`config.mk`:
```
export PLATFORM = sky130hd
export DESIGN_NAME = tswd_control
export DESIGN_NICKNAME = d
export VERILOG_FILES = /design/src/design/tswd_pkg.sv /design/src/design/tswd_control.sv /design/src/design/tswd_countdown.sv
export SDC_FILE = /design/constraint.sdc
export NUM_CORES = 1
export LEC_CHECK = 0
export BUFFER_PORTS_ARGS = -buffer_cell sky130_fd_sc_hd__buf_2
export CAP_MARGIN = 0
export CELL_PAD_IN_SITES_DETAIL_PLACEMENT = 0
export CELL_PAD_IN_SITES_GLOBAL_PLACEMENT = 1
export CORE_MARGIN = 8
export CORE_UTILIZATION = 35
export DETAILED_ROUTE_END_ITERATION = 16
export GPL_TIMING_DRIVEN = 0
export HOLD_SLACK_MARGIN = 0.06
export PLACE_DENSITY = 0.77
export SETUP_SLACK_MARGIN = 0.02
export SLEW_MARGIN = 10
export SYNTH_ARGS = -nofsm -noshare
export SYNTH_HDL_FRONTEND = slang
export SYNTH_SLANG_ARGS = --single-unit
```
`constraint.sdc`:
```
create_clock -name ref_clk -period 5.3 [get_ports ref_clk]
set_input_delay 0.265 -clock ref_clk [delete_from_list [all_inputs] [get_ports ref_clk]]
set_output_delay 0.265 -clock ref_clk [all_outputs]
set_load 0.05 [all_outputs]
```
`src/design/tswd_pkg.sv`:
```
// Package for the two-stage watchdog: constants, codes and carrier types.
package tswd_pkg;

  // ****************************************************************
  // Timing
  // ****************************************************************
  localparam int CLK_PERIOD_NS     = 5;
  localparam int TICK_TIME_NS      = 100_000_000;
  localparam int TICK_CYCLES       = TICK_TIME_NS / CLK_PERIOD_NS;
  localparam int TICK_TIME_MS      = 100;
  localparam int FIRST_DEFAULT_MS  = 10_000;
  localparam int SECOND_DEFAULT_MS = 15_000;
  localparam int PERIOD_W          = 16;

  localparam logic [PERIOD_W-1:0] FIRST_DEFAULT_TICKS =
    PERIOD_W'(FIRST_DEFAULT_MS / TICK_TIME_MS);
  localparam logic [PERIOD_W-1:0] SECOND_DEFAULT_TICKS =
    PERIOD_W'(SECOND_DEFAULT_MS / TICK_TIME_MS);
  localparam logic [PERIOD_W-1:0] PERIOD_ZERO     = 16'h0000;
  localparam logic [PERIOD_W-1:0] PERIOD_ALL_ONES = 16'hffff;

  // ****************************************************************
  // Command codes, stage selectors and mask bits
  // ****************************************************************
  localparam logic [7:0] OP_ARM    = 8'h00;
  localparam logic [7:0] OP_DISARM = 8'h01;
  localparam logic [7:0] OP_STATUS = 8'h02;
  localparam logic [7:0] OP_OPEN   = 8'h10;
  localparam logic [7:0] OP_CLOSE  = 8'h11;

  localparam logic [7:0] STAGE_NONE   = 8'h00;
  localparam logic [7:0] STAGE_FIRST  = 8'h01;
  localparam logic [7:0] STAGE_SECOND = 8'h02;

  localparam int NUM_STAGES = 2;
  localparam int FIRST_IDX  = 0;
  localparam int SECOND_IDX = 1;

  localparam int FIRST_SUPPRESS_POS  = 0;
  localparam int SECOND_SUPPRESS_POS = 1;

  // Status byte bits of each stage.
  localparam logic [7:0] ST_EXPIRED = 8'h01;
  localparam logic [7:0] ST_FREERUN = 8'h02;
  localparam logic [7:0] ST_RUNNING = 8'h04;
  localparam logic [7:0] ST_STOPPED = 8'h08;

  // ****************************************************************
  // Types
  // ****************************************************************
  typedef enum logic [2:0] {
    ERR_NONE           = 3'h0,
    ERR_OWNER_CONFLICT = 3'h1,
    ERR_BAD_POINTER    = 3'h2,
    ERR_INVALID        = 3'h3,
    ERR_NOT_CONNECTED  = 3'h4,
    ERR_INVALID_DEVICE = 3'h5
  } tswd_err_type;

  typedef struct packed {
    logic [7:0]          op;
    logic [7:0]          stage;
    logic [PERIOD_W-1:0] period;
    logic [7:0]          restart;
    logic [PERIOD_W-1:0] next_period;
    logic [7:0]          suppress;
  } tswd_cmd_type;

  typedef struct packed {
    logic [7:0] second;
    logic [7:0] first;
  } tswd_status_type;

endpackage

```
`src/design/tswd_control.sv`:
```
// Two-stage watchdog: command decode, period coupling and expiry actions.
`timescale 1ns/1ps
module tswd_control #(
  parameter int TICK_CYCLES = tswd_pkg::TICK_CYCLES
) (
  input  wire logic                   ref_clk,
  input  wire logic                   reset,
  input  wire logic                   link_up,
  input  wire logic                   cmd_valid,
  input  wire tswd_pkg::tswd_cmd_type cmd,
  output logic                        rsp_valid,
  output tswd_pkg::tswd_err_type      rsp_error,
  output tswd_pkg::tswd_status_type   rsp_status,
  output logic                        owned,
  output logic                        warning_pulse,
  output logic                        board_reset,
  output logic [1:0]                  tmr_running
);

  localparam int TICK_W = $clog2(TICK_CYCLES);
  localparam int PW     = tswd_pkg::PERIOD_W;

  // ****************************************************************
  // Tick prescaler
  // ****************************************************************
  logic [TICK_W-1:0] tick_count;
  logic [TICK_W-1:0] next_tick_count;
  logic              tick;
  logic              next_tick;

  // One tick every 0.1 s; the divider never stops so ticks stay even.
  always_comb begin
    next_tick       = (tick_count == TICK_W'(TICK_CYCLES - 1));
    next_tick_count = next_tick ? '0 : tick_count + TICK_W'(1);
  end

  always_ff @(posedge ref_clk) begin
    if (reset) begin
      tick_count <= '0;
      tick       <= 1'b0;
    end else begin
      tick_count <= next_tick_count;
      tick       <= next_tick;
    end
  end

  // ****************************************************************
  // Stage timers
  // ****************************************************************
  logic [1:0]         load;
  logic [1:0]         halt;
  logic [1:0][PW-1:0] load_val;
  logic [1:0][PW-1:0] tmr_count;
  logic [1:0]         expire;

  for (genvar i = 0; i < tswd_pkg::NUM_STAGES; i++) begin : g_stage
    tswd_countdown #(.WIDTH(PW)) u_timer (
      .ref_clk    (ref_clk),
      .reset      (reset),
      .tick       (tick),
      .load       (load[i]),
      .halt       (halt[i]),
      .load_value (load_val[i]),
      .running    (tmr_running[i]),
      .count      (tmr_count[i]),
      .expire     (expire[i])
    );
  end

  // ****************************************************************
  // Helpers
  // ****************************************************************
  // Out-of-range periods fall back to the stage default.
  function automatic logic [PW-1:0] fix_period(input logic [PW-1:0] v,
                                               input logic is_second);
    logic [PW-1:0] dflt;
    dflt = is_second ? tswd_pkg::SECOND_DEFAULT_TICKS
                     : tswd_pkg::FIRST_DEFAULT_TICKS;
    if (v == tswd_pkg::PERIOD_ZERO || v == tswd_pkg::PERIOD_ALL_ONES) begin
      return dflt;
    end
    return v;
  endfunction

  // Stopped, running with action, or running with action suppressed.
  function automatic logic [7:0] stage_status(input logic run,
                                              input logic sup,
                                              input logic exp);
    logic [7:0] s;
    s = run ? (sup ? tswd_pkg::ST_FREERUN : tswd_pkg::ST_RUNNING)
            : tswd_pkg::ST_STOPPED;
    return exp ? (s | tswd_pkg::ST_EXPIRED) : s;
  endfunction

  function automatic logic valid_stage(input logic [7:0] s);
    return s == tswd_pkg::STAGE_FIRST || s == tswd_pkg::STAGE_SECOND;
  endfunction

  // ****************************************************************
  // Control state
  // ****************************************************************
  logic [1:0][PW-1:0]        period;
  logic [1:0][PW-1:0]        next_period;
  logic [1:0][7:0]           follow_sel;
  logic [1:0][7:0]           next_follow_sel;
  logic [1:0][PW-1:0]        follow_period;
  logic [1:0][PW-1:0]        next_follow_period;
  logic [1:0]                suppress;
  logic [1:0]                next_suppress;
  logic [1:0]                expired;
  logic [1:0]                next_expired;
  logic                      next_owned;
  logic                      next_rsp_valid;
  tswd_pkg::tswd_err_type    next_rsp_error;
  tswd_pkg::tswd_status_type next_rsp_status;
  logic                      next_warning;
  logic                      next_board_reset;
  logic                      sidx;
  logic                      oidx;
  logic                      fidx;
  logic [PW-1:0]             arm_p;

  assign sidx = (cmd.stage == tswd_pkg::STAGE_SECOND);
  assign oidx = ~sidx;

  // Expiry actions first, then the command; a command that loads a
  // stage overrides a follow-on load of the same stage in that cycle.
  always_comb begin
    next_period        = period;
    next_follow_sel    = follow_sel;
    next_follow_period = follow_period;
    next_suppress      = suppress;
    next_expired       = expired;
    next_owned         = owned;
    next_rsp_valid     = 1'b0;
    next_rsp_error     = rsp_error;
    next_rsp_status    = rsp_status;
    next_warning       = 1'b0;
    next_board_reset   = 1'b0;
    load               = '0;
    halt               = '0;
    load_val           = period;
    arm_p              = '0;
    fidx               = 1'b0;
    for (int i = 0; i < tswd_pkg::NUM_STAGES; i++) begin
      if (expire[i]) begin
        next_expired[i] = 1'b1;
        if (!suppress[i]) begin
          if (i == tswd_pkg::FIRST_IDX) begin
            next_warning = 1'b1;
          end else begin
            next_board_reset = 1'b1;
          end
        end
        if (follow_sel[i] != tswd_pkg::STAGE_NONE) begin
          fidx              = (follow_sel[i] == tswd_pkg::STAGE_SECOND);
          load[fidx]        = 1'b1;
          load_val[fidx]    = follow_period[i];
          next_period[fidx] = follow_period[i];
        end
      end
    end
    if (cmd_valid) begin
      next_rsp_valid = 1'b1;
      next_rsp_error = tswd_pkg::ERR_NONE;
      if (!link_up) begin
        next_rsp_error = tswd_pkg::ERR_NOT_CONNECTED;
      end else begin
        case (cmd.op)
          tswd_pkg::OP_OPEN: begin
            if (owned) begin
              next_rsp_error = tswd_pkg::ERR_OWNER_CONFLICT;
            end else begin
              next_owned = 1'b1;
            end
          end
          tswd_pkg::OP_CLOSE: begin
            next_owned = 1'b0;
          end
          tswd_pkg::OP_STATUS: begin
            if (!valid_stage(cmd.stage)) begin
              next_rsp_error = tswd_pkg::ERR_INVALID;
            end else begin
              next_rsp_status.first  = stage_status(tmr_running[0],
                                         suppress[0], expired[0]);
              next_rsp_status.second = stage_status(tmr_running[1],
                                         suppress[1], expired[1]);
              // A new expiry in this cycle survives the clear.
              next_expired[sidx] = expire[sidx];
            end
          end
          tswd_pkg::OP_ARM: begin
            if (!valid_stage(cmd.stage) ||
                (cmd.restart != tswd_pkg::STAGE_NONE &&
                 !valid_stage(cmd.restart))) begin
              next_rsp_error = tswd_pkg::ERR_INVALID;
            end else begin
              arm_p             = fix_period(cmd.period, sidx);
              next_period[sidx] = arm_p;
              if (!sidx && tmr_running[1] && arm_p > period[1]) begin
                next_period[1] = arm_p;
              end
              if (sidx && tmr_running[0] && arm_p < period[0]) begin
                next_period[0] = arm_p;
              end
              load[sidx]     = 1'b1;
              load_val[sidx] = arm_p;
              if (tmr_running[oidx]) begin
                load[oidx]     = 1'b1;
                load_val[oidx] = next_period[oidx];
              end
              next_follow_sel[sidx]    = cmd.restart;
              next_follow_period[sidx] = fix_period(cmd.next_period,
                cmd.restart == tswd_pkg::STAGE_SECOND);
              next_suppress[sidx]      = 1'b0;
            end
          end
          tswd_pkg::OP_DISARM: begin
            if (!valid_stage(cmd.stage)) begin
              next_rsp_error = tswd_pkg::ERR_INVALID_DEVICE;
            end else begin
              if (cmd.suppress[tswd_pkg::FIRST_SUPPRESS_POS]) begin
                next_suppress[0] = 1'b1;
                halt[0]          = 1'b1;
              end
              // A started second stage cannot be silenced.
              if (cmd.suppress[tswd_pkg::SECOND_SUPPRESS_POS] &&
                  !tmr_running[1]) begin
                next_suppress[1] = 1'b1;
              end
            end
          end
          default: begin
            next_rsp_error = tswd_pkg::ERR_INVALID;
          end
        endcase
      end
    end
  end

  // Register the control state.
  always_ff @(posedge ref_clk) begin
    if (reset) begin
      period        <= {tswd_pkg::SECOND_DEFAULT_TICKS,
                        tswd_pkg::FIRST_DEFAULT_TICKS};
      follow_sel    <= '0;
      follow_period <= '0;
      suppress      <= '0;
      expired       <= '0;
      owned         <= 1'b0;
      rsp_valid     <= 1'b0;
      rsp_error     <= tswd_pkg::ERR_NONE;
      rsp_status    <= '0;
      warning_pulse <= 1'b0;
      board_reset   <= 1'b0;
    end else begin
      period        <= next_period;
      follow_sel    <= next_follow_sel;
      follow_period <= next_follow_period;
      suppress      <= next_suppress;
      expired       <= next_expired;
      owned         <= next_owned;
      rsp_valid     <= next_rsp_valid;
      rsp_error     <= next_rsp_error;
      rsp_status    <= next_rsp_status;
      warning_pulse <= next_warning;
      board_reset   <= next_board_reset;
    end
  end

  logic lc;
  assign lc = cmd_valid && link_up && !(|expire);
endmodule

```
`src/design/tswd_countdown.sv`:
```
// One countdown timer stage of the two-stage watchdog.
`timescale 1ns/1ps
module tswd_countdown #(
  parameter int WIDTH = tswd_pkg::PERIOD_W
) (
  input  wire logic             ref_clk,
  input  wire logic             reset,
  input  wire logic             tick,
  input  wire logic             load,
  input  wire logic             halt,
  input  wire logic [WIDTH-1:0] load_value,
  output logic                  running,
  output logic [WIDTH-1:0]      count,
  output logic                  expire
);

  logic             next_running;
  logic [WIDTH-1:0] next_count;
  logic             next_expire;

  // ****************************************************************
  // Count down one step per tick; a load beats halt and restarts an expiring stage, but that expiry still pulses expire.
  // ****************************************************************
  always_comb begin
    next_running = running;
    next_count   = count;
    next_expire  = 1'b0;
    if (running && tick) begin
      if (count <= WIDTH'(1)) begin
        next_count   = '0;
        next_running = 1'b0;
        next_expire  = 1'b1; // Single-cycle event.
      end else begin
        next_count = count - WIDTH'(1);
      end
    end
    // A halted stage must not report an expiry in the same cycle, or a
    // stop could still fire a follow-on load.
    if (halt) begin
      next_running = 1'b0;
      next_expire  = 1'b0;
    end
    if (load) begin
      next_count   = load_value;
      next_running = 1'b1;
    end
  end

  // Register the timer state.
  always_ff @(posedge ref_clk) begin
    if (reset) begin
      running <= 1'b0;
      count   <= '0;
      expire  <= 1'b0;
    end else begin
      running <= next_running;
      count   <= next_count;
      expire  <= next_expire;
    end
  end

endmodule

```
==> impl_results.md, run 1 <==
- Status: finished, final reports clean
- Global-route wire length before repair: 47000 um
- Worst vdd ir: roughly 0.21 mV
- Slew Limit Fails: 0
- Io pins: slightly above 90
- Final setup viols: 0
- Simple-gate share of the synthesized area: 0.281
- Syn-to-layout area delta: 15.7%
- Register bit total from synthesis: 161
- Xor/xnor share of the synthesized area: 0.0303
- Clk pwr share: 0.476
- DR pass1 iterations: 6
- Fin cells: 1588
- Total GRT Usage: 0.194
- Drt wl/cell: 19.1 um
- Syn_area_per_cell: 7.84 um^2
- Crit path capture type: flop
- Highest Signal Layer: met4
- Commonest non-fill, non-tap cell in the layout: dfxtp_1
- Leak: 4.01 nW
- Routability cong.: ~0.96
- CP most frequent cell: nor2_1
- Dpl cells: about 1600
- Post-route ant nets: 0
- Global route total overflow: 0
- Post-synth EDFFs: 0
- Slew margin rel.: 0.300
- Unique cell type count in the Yosys netlist: 80
- RSZ-0062 raised after global routing: false
- WL final: roughly 30000 um
- Ys Warns: 0
- P_sw: slightly below 0.0007 W
- CTS Buf Count: 17
- Worst-path cell chain: buf_2 -> nand4_1 -> nor4_1 -> nor2_1 -> clkbuf_1 -> and2_1 -> ha_1 -> nand4_1 -> nor2_1 -> o2bb2ai_1 -> nor2_1 -> a31oi_2 -> buf_2 -> mux2i_1 -> o22ai_1
- CTS max path bufs: 2
- Highest Clock Rate: between 200 and 250 MHz
- Worst hold path type: input pin to flop
- Comb pwr share: 0.062
- Synth Area in Compound Gates: 0.185
- # diodes: 0
- Crit path launch type: input pin
- TritonCTS Sinks: around 160
- Post-Synthesis Cells: around 1100
- Largest family of logic cells by synthesized area: simple AND/OR/NAND/NOR gates
- CP Class: input pin to flop
- Most frequent cells in the layout: 161 x dfxtp_1, 140 x nor2_1, 138 x nand2_1, 103 x a21oi_1, 83 x buf_2
- Final routed DRC violation total: 0
- Clock skew: roughly 9.4 ps
- Die Y: 176 um
- Largest area contributor in the netlist: dfxtp_1
- Post-CTS Hold Buffers: 0
- Share of layout cells above drive strength 1: 0.128
- Part of the power in registers: 0.462
- Die area: ~0.031 mm^2
- Worst-Skew Late Latency: around 430 ps
- Post-synthesis sequential area ratio: 0.360
- Worst setup margin: roughly 400 ps
- Routed met1 length: 13900 um
- Core area: between 0.02 and 0.03 mm^2
- Synth Flop Type: dfxtp_1
- Routed met3 length: 2100 um
- Asr flop ratio synth: 0
- Antenna violations before repair: 0
- WP data required: 5610 ps
- H-tree Lvls: 4
- Share of Yosys cell area claimed by the top area cell type: 0.360
- Post-synthesis mux area share: 0.0351
- Post-Route Setup TNS: 0 ps
- Slowest Stage Delay on Critical Path: ~850 ps
- Worst slack, placed: approximately 210 ps
- Initial Utilization: 0.356
- Clock slew at reported path FFs: roughly 70 ps
- Via count: ~8800
- Adder-cell share of the synthesized area: 0.0503
- CP arrival: about 5200 ps
- Core Util, Final: 0.412
- Final period utilization: 0.925
- Max cap viols: 0
- Post-layout net count: approximately 1400
- Synth top area cells: dfxtp_1 36%, nor2_1 5.9%, nand2_1 5.8%
- Met2 WL: 13700 um
- Fin. Hold Viols: 0
- Internal power: slightly below 0.002 W
- P per Cell Area: 254 mW/mm^2
- Vias in the first global route: roughly 8300
- Post-Syn Area: approximately 0.0090 mm^2
- Post-CTS Setup Bufs: 0
- Worst-path fanout max: 10
- Largest net degree at the start of global routing: 17
- Vias/cell: about 5.6
- Slowest CP cell: nor4_1
- Initial DRC count: ~700
- Final worst path period need: 4900 ps
- Port buffer count: 77
- Post-DP HPWL: approximately 23000 um
- PostCTS Resize Cnt: 0
- DIE WIDTH: 176 um
- CTS root buf: clkbuf_16
- Std cell rows: 58
- Placed inst area: 0.00978 mm^2
- Sw Ratio: 0.262
- Final instance area: ~0.010 mm^2
- Worst Tran Pin Value: approximately 1000 ps
- CTS tree: done
-- layer usage --
layer	GRT usage	vias to the layer above
li1	-	4283
met1	0.257	4183
met2	0.311	316
met3	0.0397	48
met4	0.0643	0
met5	0	-
-- power groups by stage --
| stage | clock network [W] | registers (W) | logic (W) |
|---|---|---|---|
| after CTS | 0.00127 | 0.00122 | 0.000162 |
| after global routing | 0.00131 | 0.00122 | 0.000178 |
| after global placement | 0 | 0.00124 | 0.000161 |
| final | 0.00125 | 0.00122 | 0.000164 |
| after floorplan | 0 | 0.00125 | 0.0000851 |
| after detailed placement | 0 | 0.00124 | 0.000162 |
-- state kept, by name (all words and copies together), names as in the netlist, 2 cells and up --
| signal | cells |
|---|---|
| rsp_status | 8 |
| g_stage.u_timer.expire | 2 |
| expired | 2 |
| follow_sel | 16 |
| rsp_error | 3 |
| g_stage.u_timer.count | 32 |
| tick_count | 25 |
| follow_period | 32 |
| period | 32 |
| suppress | 2 |
| g_stage.u_timer.running | 2 |
-- cells by family (layout without fill, tap and decap cells) --
kind of cell,Yosys count,in the layout
flip-flops,161,161
AO/OA/AOI/OAI,256,256
adder cells (fa/ha/maj),36,36
other,1,8
multiplexers,31,31
AND/OR/NAND/NOR,508,508
buffers and inverters,119,227
XOR/XNOR,31,31
-- synth_stat cells, drive strengths merged, types with 17 or more instances --
library cell,number
nor2,141
mux2i,28
clkbuf,48
nand4,23
o21ai,24
a31oi,19
and2,22
nand3,45
nor3,36
nor4,20
a211oi,19
ha,36
inv,50
buf,20
a21oi,103
nand2,139
dfxtp,161
xor2,20
o22ai,17
-- critical path, delay by kind of cell --
family / cells / cell delay [ps]
multiplexers: 1 / 500
adder cells (fa/ha/maj): 1 / 320
AO/OA/AOI/OAI: 3 / 850
buffers and inverters: 3 / 1000
AND/OR/NAND/NOR: 7 / 2270
-- area by class of cell --
type / instances / area, um^2
clock inverter: 13 / 144
sequential: 161 / 3220
clock buffer: 18 / 439
multi-input combinational: 870 / 5240
timing repair buffer: 77 / 385
buffer: 68 / 324
fill: 2608 / 14800
tap: 330 / 413
inverter: 51 / 191
-- worst paths after layout --
check / depth (start not counted) / slack [ps] / endpoint / startpoint
max reg2reg: 10 / 2080 / g_stage[0].u_timer.count[15] / period[15]
min reg2reg: 2 / 460 / follow_sel[8] / follow_sel[8]
max: 15 / 400 / g_stage[0].u_timer.count[15] / cmd[33]
min: 3 / 120 / follow_period[9] / cmd[17]
-- metrics by stage --
step / power [W] / hold slack (ps)
after global routing: 0.00270 / 114
final: 0.00263 / 117
after global placement: 0.00140 / 434
after detailed placement: 0.00140 / 443
after floorplan: 0.00133 / 405
after CTS: 0.00264 / 103
Note: power is estimated with default switching activity, not from simulation.
==> inputs of run 2 (changes only) <==
==> constraint.sdc (replaced) <==
create_clock -name ref_clk -period 4.7 [get_ports ref_clk]
set_input_delay 0.235 -clock ref_clk [delete_from_list [all_inputs] [get_ports ref_clk]]
set_output_delay 0.235 -clock ref_clk [all_outputs]
set_load 0.01 [all_outputs]
==> impl_results.md, run 2 (synthesis gave the netlist of run 1 again) <==
- Status: finished, final reports clean
- Post-DP HPWL: roughly 23000 um
- Clock skew: roughly 9.7 ps
- Post-layout net count: 1350
- Post-route ant nets: 0
- Worst vdd ir: about 0.24 mV
- Post-CTS Hold Buffers: 0
- Most frequent cells in the layout: 161 x dfxtp_1, 140 x nor2_1, 138 x nand2_1, 103 x a21oi_1, 83 x buf_2
- RSZ-0062 raised after global routing: false
- Io pins: a little over 90
- Worst Hold End: follow_period[9]
- Largest net degree at the start of global routing: 17
- R2R cell count: 10
- Reg-to-Reg End: g_stage[0].u_timer.count[15]
- Reg2reg start: period[14]
- Die Y: 176 um
- Final setup viols: 0
- CP Class: input pin to flop
- Die area: about 0.031 mm^2
- Crit path launch type: input pin
- Crit path capture type: flop
- Vias/cell: between 5 and 6
- Slowest CP cell: nor4_2
- Port buffer count: 77
- WL final: 30400 um
- DR pass1 iterations: 5
- Dpl cells: approximately 1600
- CTS Buf Count: 17
- Initial Utilization: 0.356
- Top flop regs: follow_period x32, g_stage.u_timer.count x32, period x32
- Worst setup margin: 176 ps
- Global-route wire length before repair: roughly 47000 um
- Leak: between 4 and 5 nW
- Worst hold path type: input pin to flop
- WP data required: 5010 ps
- Syn-to-layout area delta: 15.8%
- Max cap viols: 0
- Commonest non-fill, non-tap cell in the layout: dfxtp_1
- Share of layout cells above drive strength 1: 0.129
- Worst-Skew Late Latency: roughly 430 ps
- Antenna violations before repair: 0
- P per Cell Area: about 280 mW/mm^2
- CTS root buf: clkbuf_16
- Total GRT Usage: 0.194
- Via count: 8827
- Routability cong.: slightly below 1
- Std cell rows: between 50 and 60
- TritonCTS Sinks: between 150 and 200
- Post-CTS Setup Bufs: 0
- Fin cells: 1588
- Final worst path period need: about 4500 ps
- Final instance area: slightly above 0.01 mm^2
- CTS tree: done
- Initial DRC count: 750
- Fin. Hold Viols: 0
- CP most frequent cell: nor2_1
- Drt wl/cell: approximately 19 um
- Worst hold slack: roughly 84 ps
- Final period utilization: 0.962
- Clock slew at reported path FFs: roughly 70 ps
- # diodes: 0
- Worst Hold Path Cells: 3
- Global route total overflow: 0
- R2R setup slack: between 1000 and 1500 ps
- Slew Limit Fails: 0
- Worst-path cell chain: buf_2 -> nand4_1 -> nor4_2 -> nor2_1 -> clkbuf_1 -> and2_1 -> ha_1 -> nand4_1 -> nor2_1 -> o2bb2ai_1 -> nor2_1 -> a31oi_2 -> buf_2 -> mux2i_1 -> o22ai_1
- CTS max path bufs: 2
- Worst Tran Pin Value: around 1000 ps
- Final routed DRC violation total: 0
- PostCTS Resize Cnt: 0
- Fillcell total: around 2600
- DIE WIDTH: around 180 um
- Highest Clock Rate: roughly 220 MHz
- H-tree Lvls: 4
- Vias in the first global route: between 8000 and 9000
- Hold_sp: cmd[17]
- Worst-path fanout max: 10
- Core area: approximately 0.025 mm^2
- Post-Route Setup TNS: 0 ps
- Worst slack, placed: -357 ps
- Slowest Stage Delay on Critical Path: approximately 590 ps
- Slew margin rel.: 0.318
- Placed inst area: between 0.009 and 0.01 mm^2
- CP arrival: approximately 4800 ps
-- run 2: how the worst max path moves through the flow --
stage	slack, ps	from	to	depth (start not counted)
detailed placement	-360	cmd[33]	g_stage[0].u_timer.count[15]	14
floorplan	1020	cmd[46]	g_stage[1].u_timer.count[9]	14
global placement	-420	cmd[33]	g_stage[0].u_timer.count[15]	14
finish	180	cmd[33]	g_stage[0].u_timer.count[15]	15
CTS	40	cmd[33]	g_stage[0].u_timer.count[15]	15
global route	50	cmd[46]	g_stage[1].u_timer.count[13]	15
-- run 2: layout make-up --
type / instances / area, um^2 / area share
Buffer: 68 / 324 / 0.0313
Clock buffer: 18 / 439 / 0.0424
Clock inverter: 13 / 144 / 0.0139
Inverter: 51 / 191 / 0.0185
Multi-Input combinational cell: 870 / 5250 / 0.506
Sequential cell: 161 / 3220 / 0.311
Tap cell: 330 / 413 / 0.0398
Timing Repair Buffer: 77 / 385 / 0.0372
-- run 2: metal layers --
layer | GRT usage | share of wire | up-vias
met5 | 0 | 0 | -
li1 | - | - | 4289
met4 | 0.0643 | 0.024 | 0
met2 | 0.311 | 0.45 | 297
met1 | 0.257 | 0.46 | 4191
met3 | 0.0397 | 0.071 | 50
-- run 2: power by group --
part	leakage, nW	internal (W)	switching [W]
registers	1.30	0.00137	0.00000312
clock network	0.286	0.000765	0.000650
logic	2.42	0.0000594	0.000108
-- run 2: per-stage QoR --
step            util  total power, W
6_report       0.412         0.00295
3_3_place_gp   0.388         0.00157
5_1_grt        0.412         0.00303
2_1_floorplan      -         0.00149
4_1_cts        0.412         0.00296
3_5_place_dp   0.388         0.00157
-- run 2: critical path: cells and delay by family --
kind / cells / cell delay [ps]
AO/OA/AOI/OAI: 3 / 850
multiplexers: 1 / 490
buffers and inverters: 3 / 970
adder cells (fa/ha/maj): 1 / 320
AND/OR/NAND/NOR: 7 / 1960
==> inputs of run 3 (changes only) <==
--- a/config.mk
+++ b/config.mk
@@ -10,11 +10,11 @@
 export CELL_PAD_IN_SITES_DETAIL_PLACEMENT = 0
 export CELL_PAD_IN_SITES_GLOBAL_PLACEMENT = 1
 export CORE_MARGIN = 8
-export CORE_UTILIZATION = 35
+export CORE_UTILIZATION = 30
 export DETAILED_ROUTE_END_ITERATION = 16
 export GPL_TIMING_DRIVEN = 0
 export HOLD_SLACK_MARGIN = 0.06
-export PLACE_DENSITY = 0.77
+export PLACE_DENSITY = 0.69
 export SETUP_SLACK_MARGIN = 0.02
 export SLEW_MARGIN = 10
 export SYNTH_ARGS = -nofsm -noshare
==> impl_results.md, run 3 (synthesis gave the netlist of run 1 again) <==
- Fillcell total: around 3200
- Leak: just over 4 nW
- Io pins: 93
- Post-DP HPWL: 24200 um
- Total GRT Usage: 0.174
- Global route total overflow: 0
- Vias in the first global route: ~8300
- CP Class: input pin to flop
- Most frequent cells in the layout: 161 x dfxtp_1, 139 x nor2_1, 138 x nand2_1, 103 x a21oi_1, 83 x buf_2
- Worst vdd ir: approximately 0.22 mV
- Slowest Stage Delay on Critical Path: 620 ps
- DR pass1 iterations: 5
- Crit path launch type: input pin
- Worst Tran Pin Value: 1020 ps
- RSZ-0062 raised after global routing: false
- Initial Utilization: 0.303
- Routability cong.: 0.926
- Clock skew: about 17 ps
- Crit path buffers/inverters: 4
- Port buffer count: 77
- Syn-to-layout area delta: 17.2%
- Crit path capture type: flop
- Clock slew at reported path FFs: about 80 ps
- CTS Buf Count: 17
- Drt wl/cell: 19.2 um
- Share of layout cells above drive strength 1: 0.130
- Slew Limit Fails: 0
- CP arrival: 4710 ps
- Dpl cells: between 1500 and 2000
- Final worst path period need: 4430 ps
- Antenna violations before repair: 0
- Worst-path cell chain: buf_2 -> nor4_1 -> and4_1 -> clkbuf_1 -> nor2_2 -> clkbuf_1 -> and2_1 -> ha_1 -> nand4_1 -> or3_1 -> o22ai_1 -> or3_1 -> a31o_2 -> buf_2 -> mux2i_1 -> o22ai_1
- # diodes: 0
- Fin cells: between 1500 and 2000
- P per Cell Area: around 290 mW/mm^2
- Top flop regs: follow_period x32, g_stage.u_timer.count x32, period x32
- WP data required: between 4000 and 5000 ps
- Final Power: between 0.003 and 0.004 W
- Worst Setup SP: cmd[35]
- Worst-path fanout max: 10
- H-tree Lvls: 4
- Final setup viols: 0
- R2R setup slack: 1410 ps
- CTS root buf: clkbuf_16
- Post-CTS Setup Bufs: 0
- Worst-Skew Late Latency: 440 ps
- Status: finished, final reports clean
- Core area: a little under 0.03 mm^2
- Via count: 8868
- Std cell rows: 63
- Post-route ant nets: 0
- Final period utilization: 0.942
- Global-route wire length before repair: around 48000 um
- Final routed DRC violation total: 0
- Slew margin rel.: 0.312
- Worst hold path type: input pin to flop
- Multi-input logic area: 0.00526 mm^2
- Largest net degree at the start of global routing: 18
- Highest Clock Rate: ~230 MHz
- Crit-path leading delay family: simple AND/OR/NAND/NOR gates
- Die Y: 189 um
- Max cap viols: 0
- DIE WIDTH: between 150 and 200 um
- Hold_sp: cmd[17]
- CTS max path bufs: 2
- WL final: about 32000 um
- Register Area: around 0.0032 mm^2
- Die area: about 0.036 mm^2
- Fin. Hold Viols: 0
- Post-Route Setup TNS: 0 ps
- Initial DRC count: 788
- Slowest CP cell: mux2i_1
- Core Util, Final: 0.355
- Post-layout net count: between 1000 and 1500
- CTS tree: done
- TritonCTS Sinks: ~160
- Reg2reg start: follow_sel[12]
- Commonest non-fill, non-tap cell in the layout: dfxtp_1
- Vias/cell: between 5 and 6
==> run 3: worst min-delay path, stage by stage <==
cell	delay, ps
buf_2	120
nand3_1	70
a21oi_1	60
==> run 3: what timing repair did <==
action	in CTS	in global routing
resized for setup	1	2
endpoints found under the hold margin	0	0
cloned	0	0
setup endpoints to repair	2	1
hold buffers	0	0
==> run 3: per-layer routing <==
metal  part of all wire  GRT usage
met5                  0          0
met4              0.024     0.0565
met3              0.068     0.0311
met2               0.44      0.270
met1               0.47      0.240
==> run 3: per-stage QoR <==
stage | hold WS (ps) | cell area [um^2] | worst slack [ps]
2_1_floorplan | 375 | 8980 | 1020
3_3_place_gp | 435 | 9860 | -384
3_5_place_dp | 442 | 9860 | -474
4_1_cts | 69.2 | 10500 | 295
5_1_grt | 83.1 | 10500 | 110
6_report | 82.6 | 10500 | 274
==> run 3: area by class of cell <==
cell class | instances | share of cell area
clock inverters | 14 | 0.0174
repair buffers | 77 | 0.0367
multi-input cells | 870 | 0.501
well taps | 390 | 0.0465
clock buffers | 18 | 0.0418
flip-flops and latches | 161 | 0.307
inverters | 51 | 0.0182
plain buffers | 68 | 0.0309
==> run 3: where the power goes <==
group	switching [W]	internal, W
Clock	0.000669	0.000828
Sequential	0.00000321	0.00137
Combinational	0.000111	0.0000594
Total	0.000783	0.00225
==> run 3: path summary, 6_finish.rpt <==
check,endpoint,cells past startpoint
max,g_stage[1].u_timer.count[13],16
min,follow_period[25],3
max reg2reg,g_stage[1].u_timer.count[13],9
min reg2reg,follow_sel[13],1
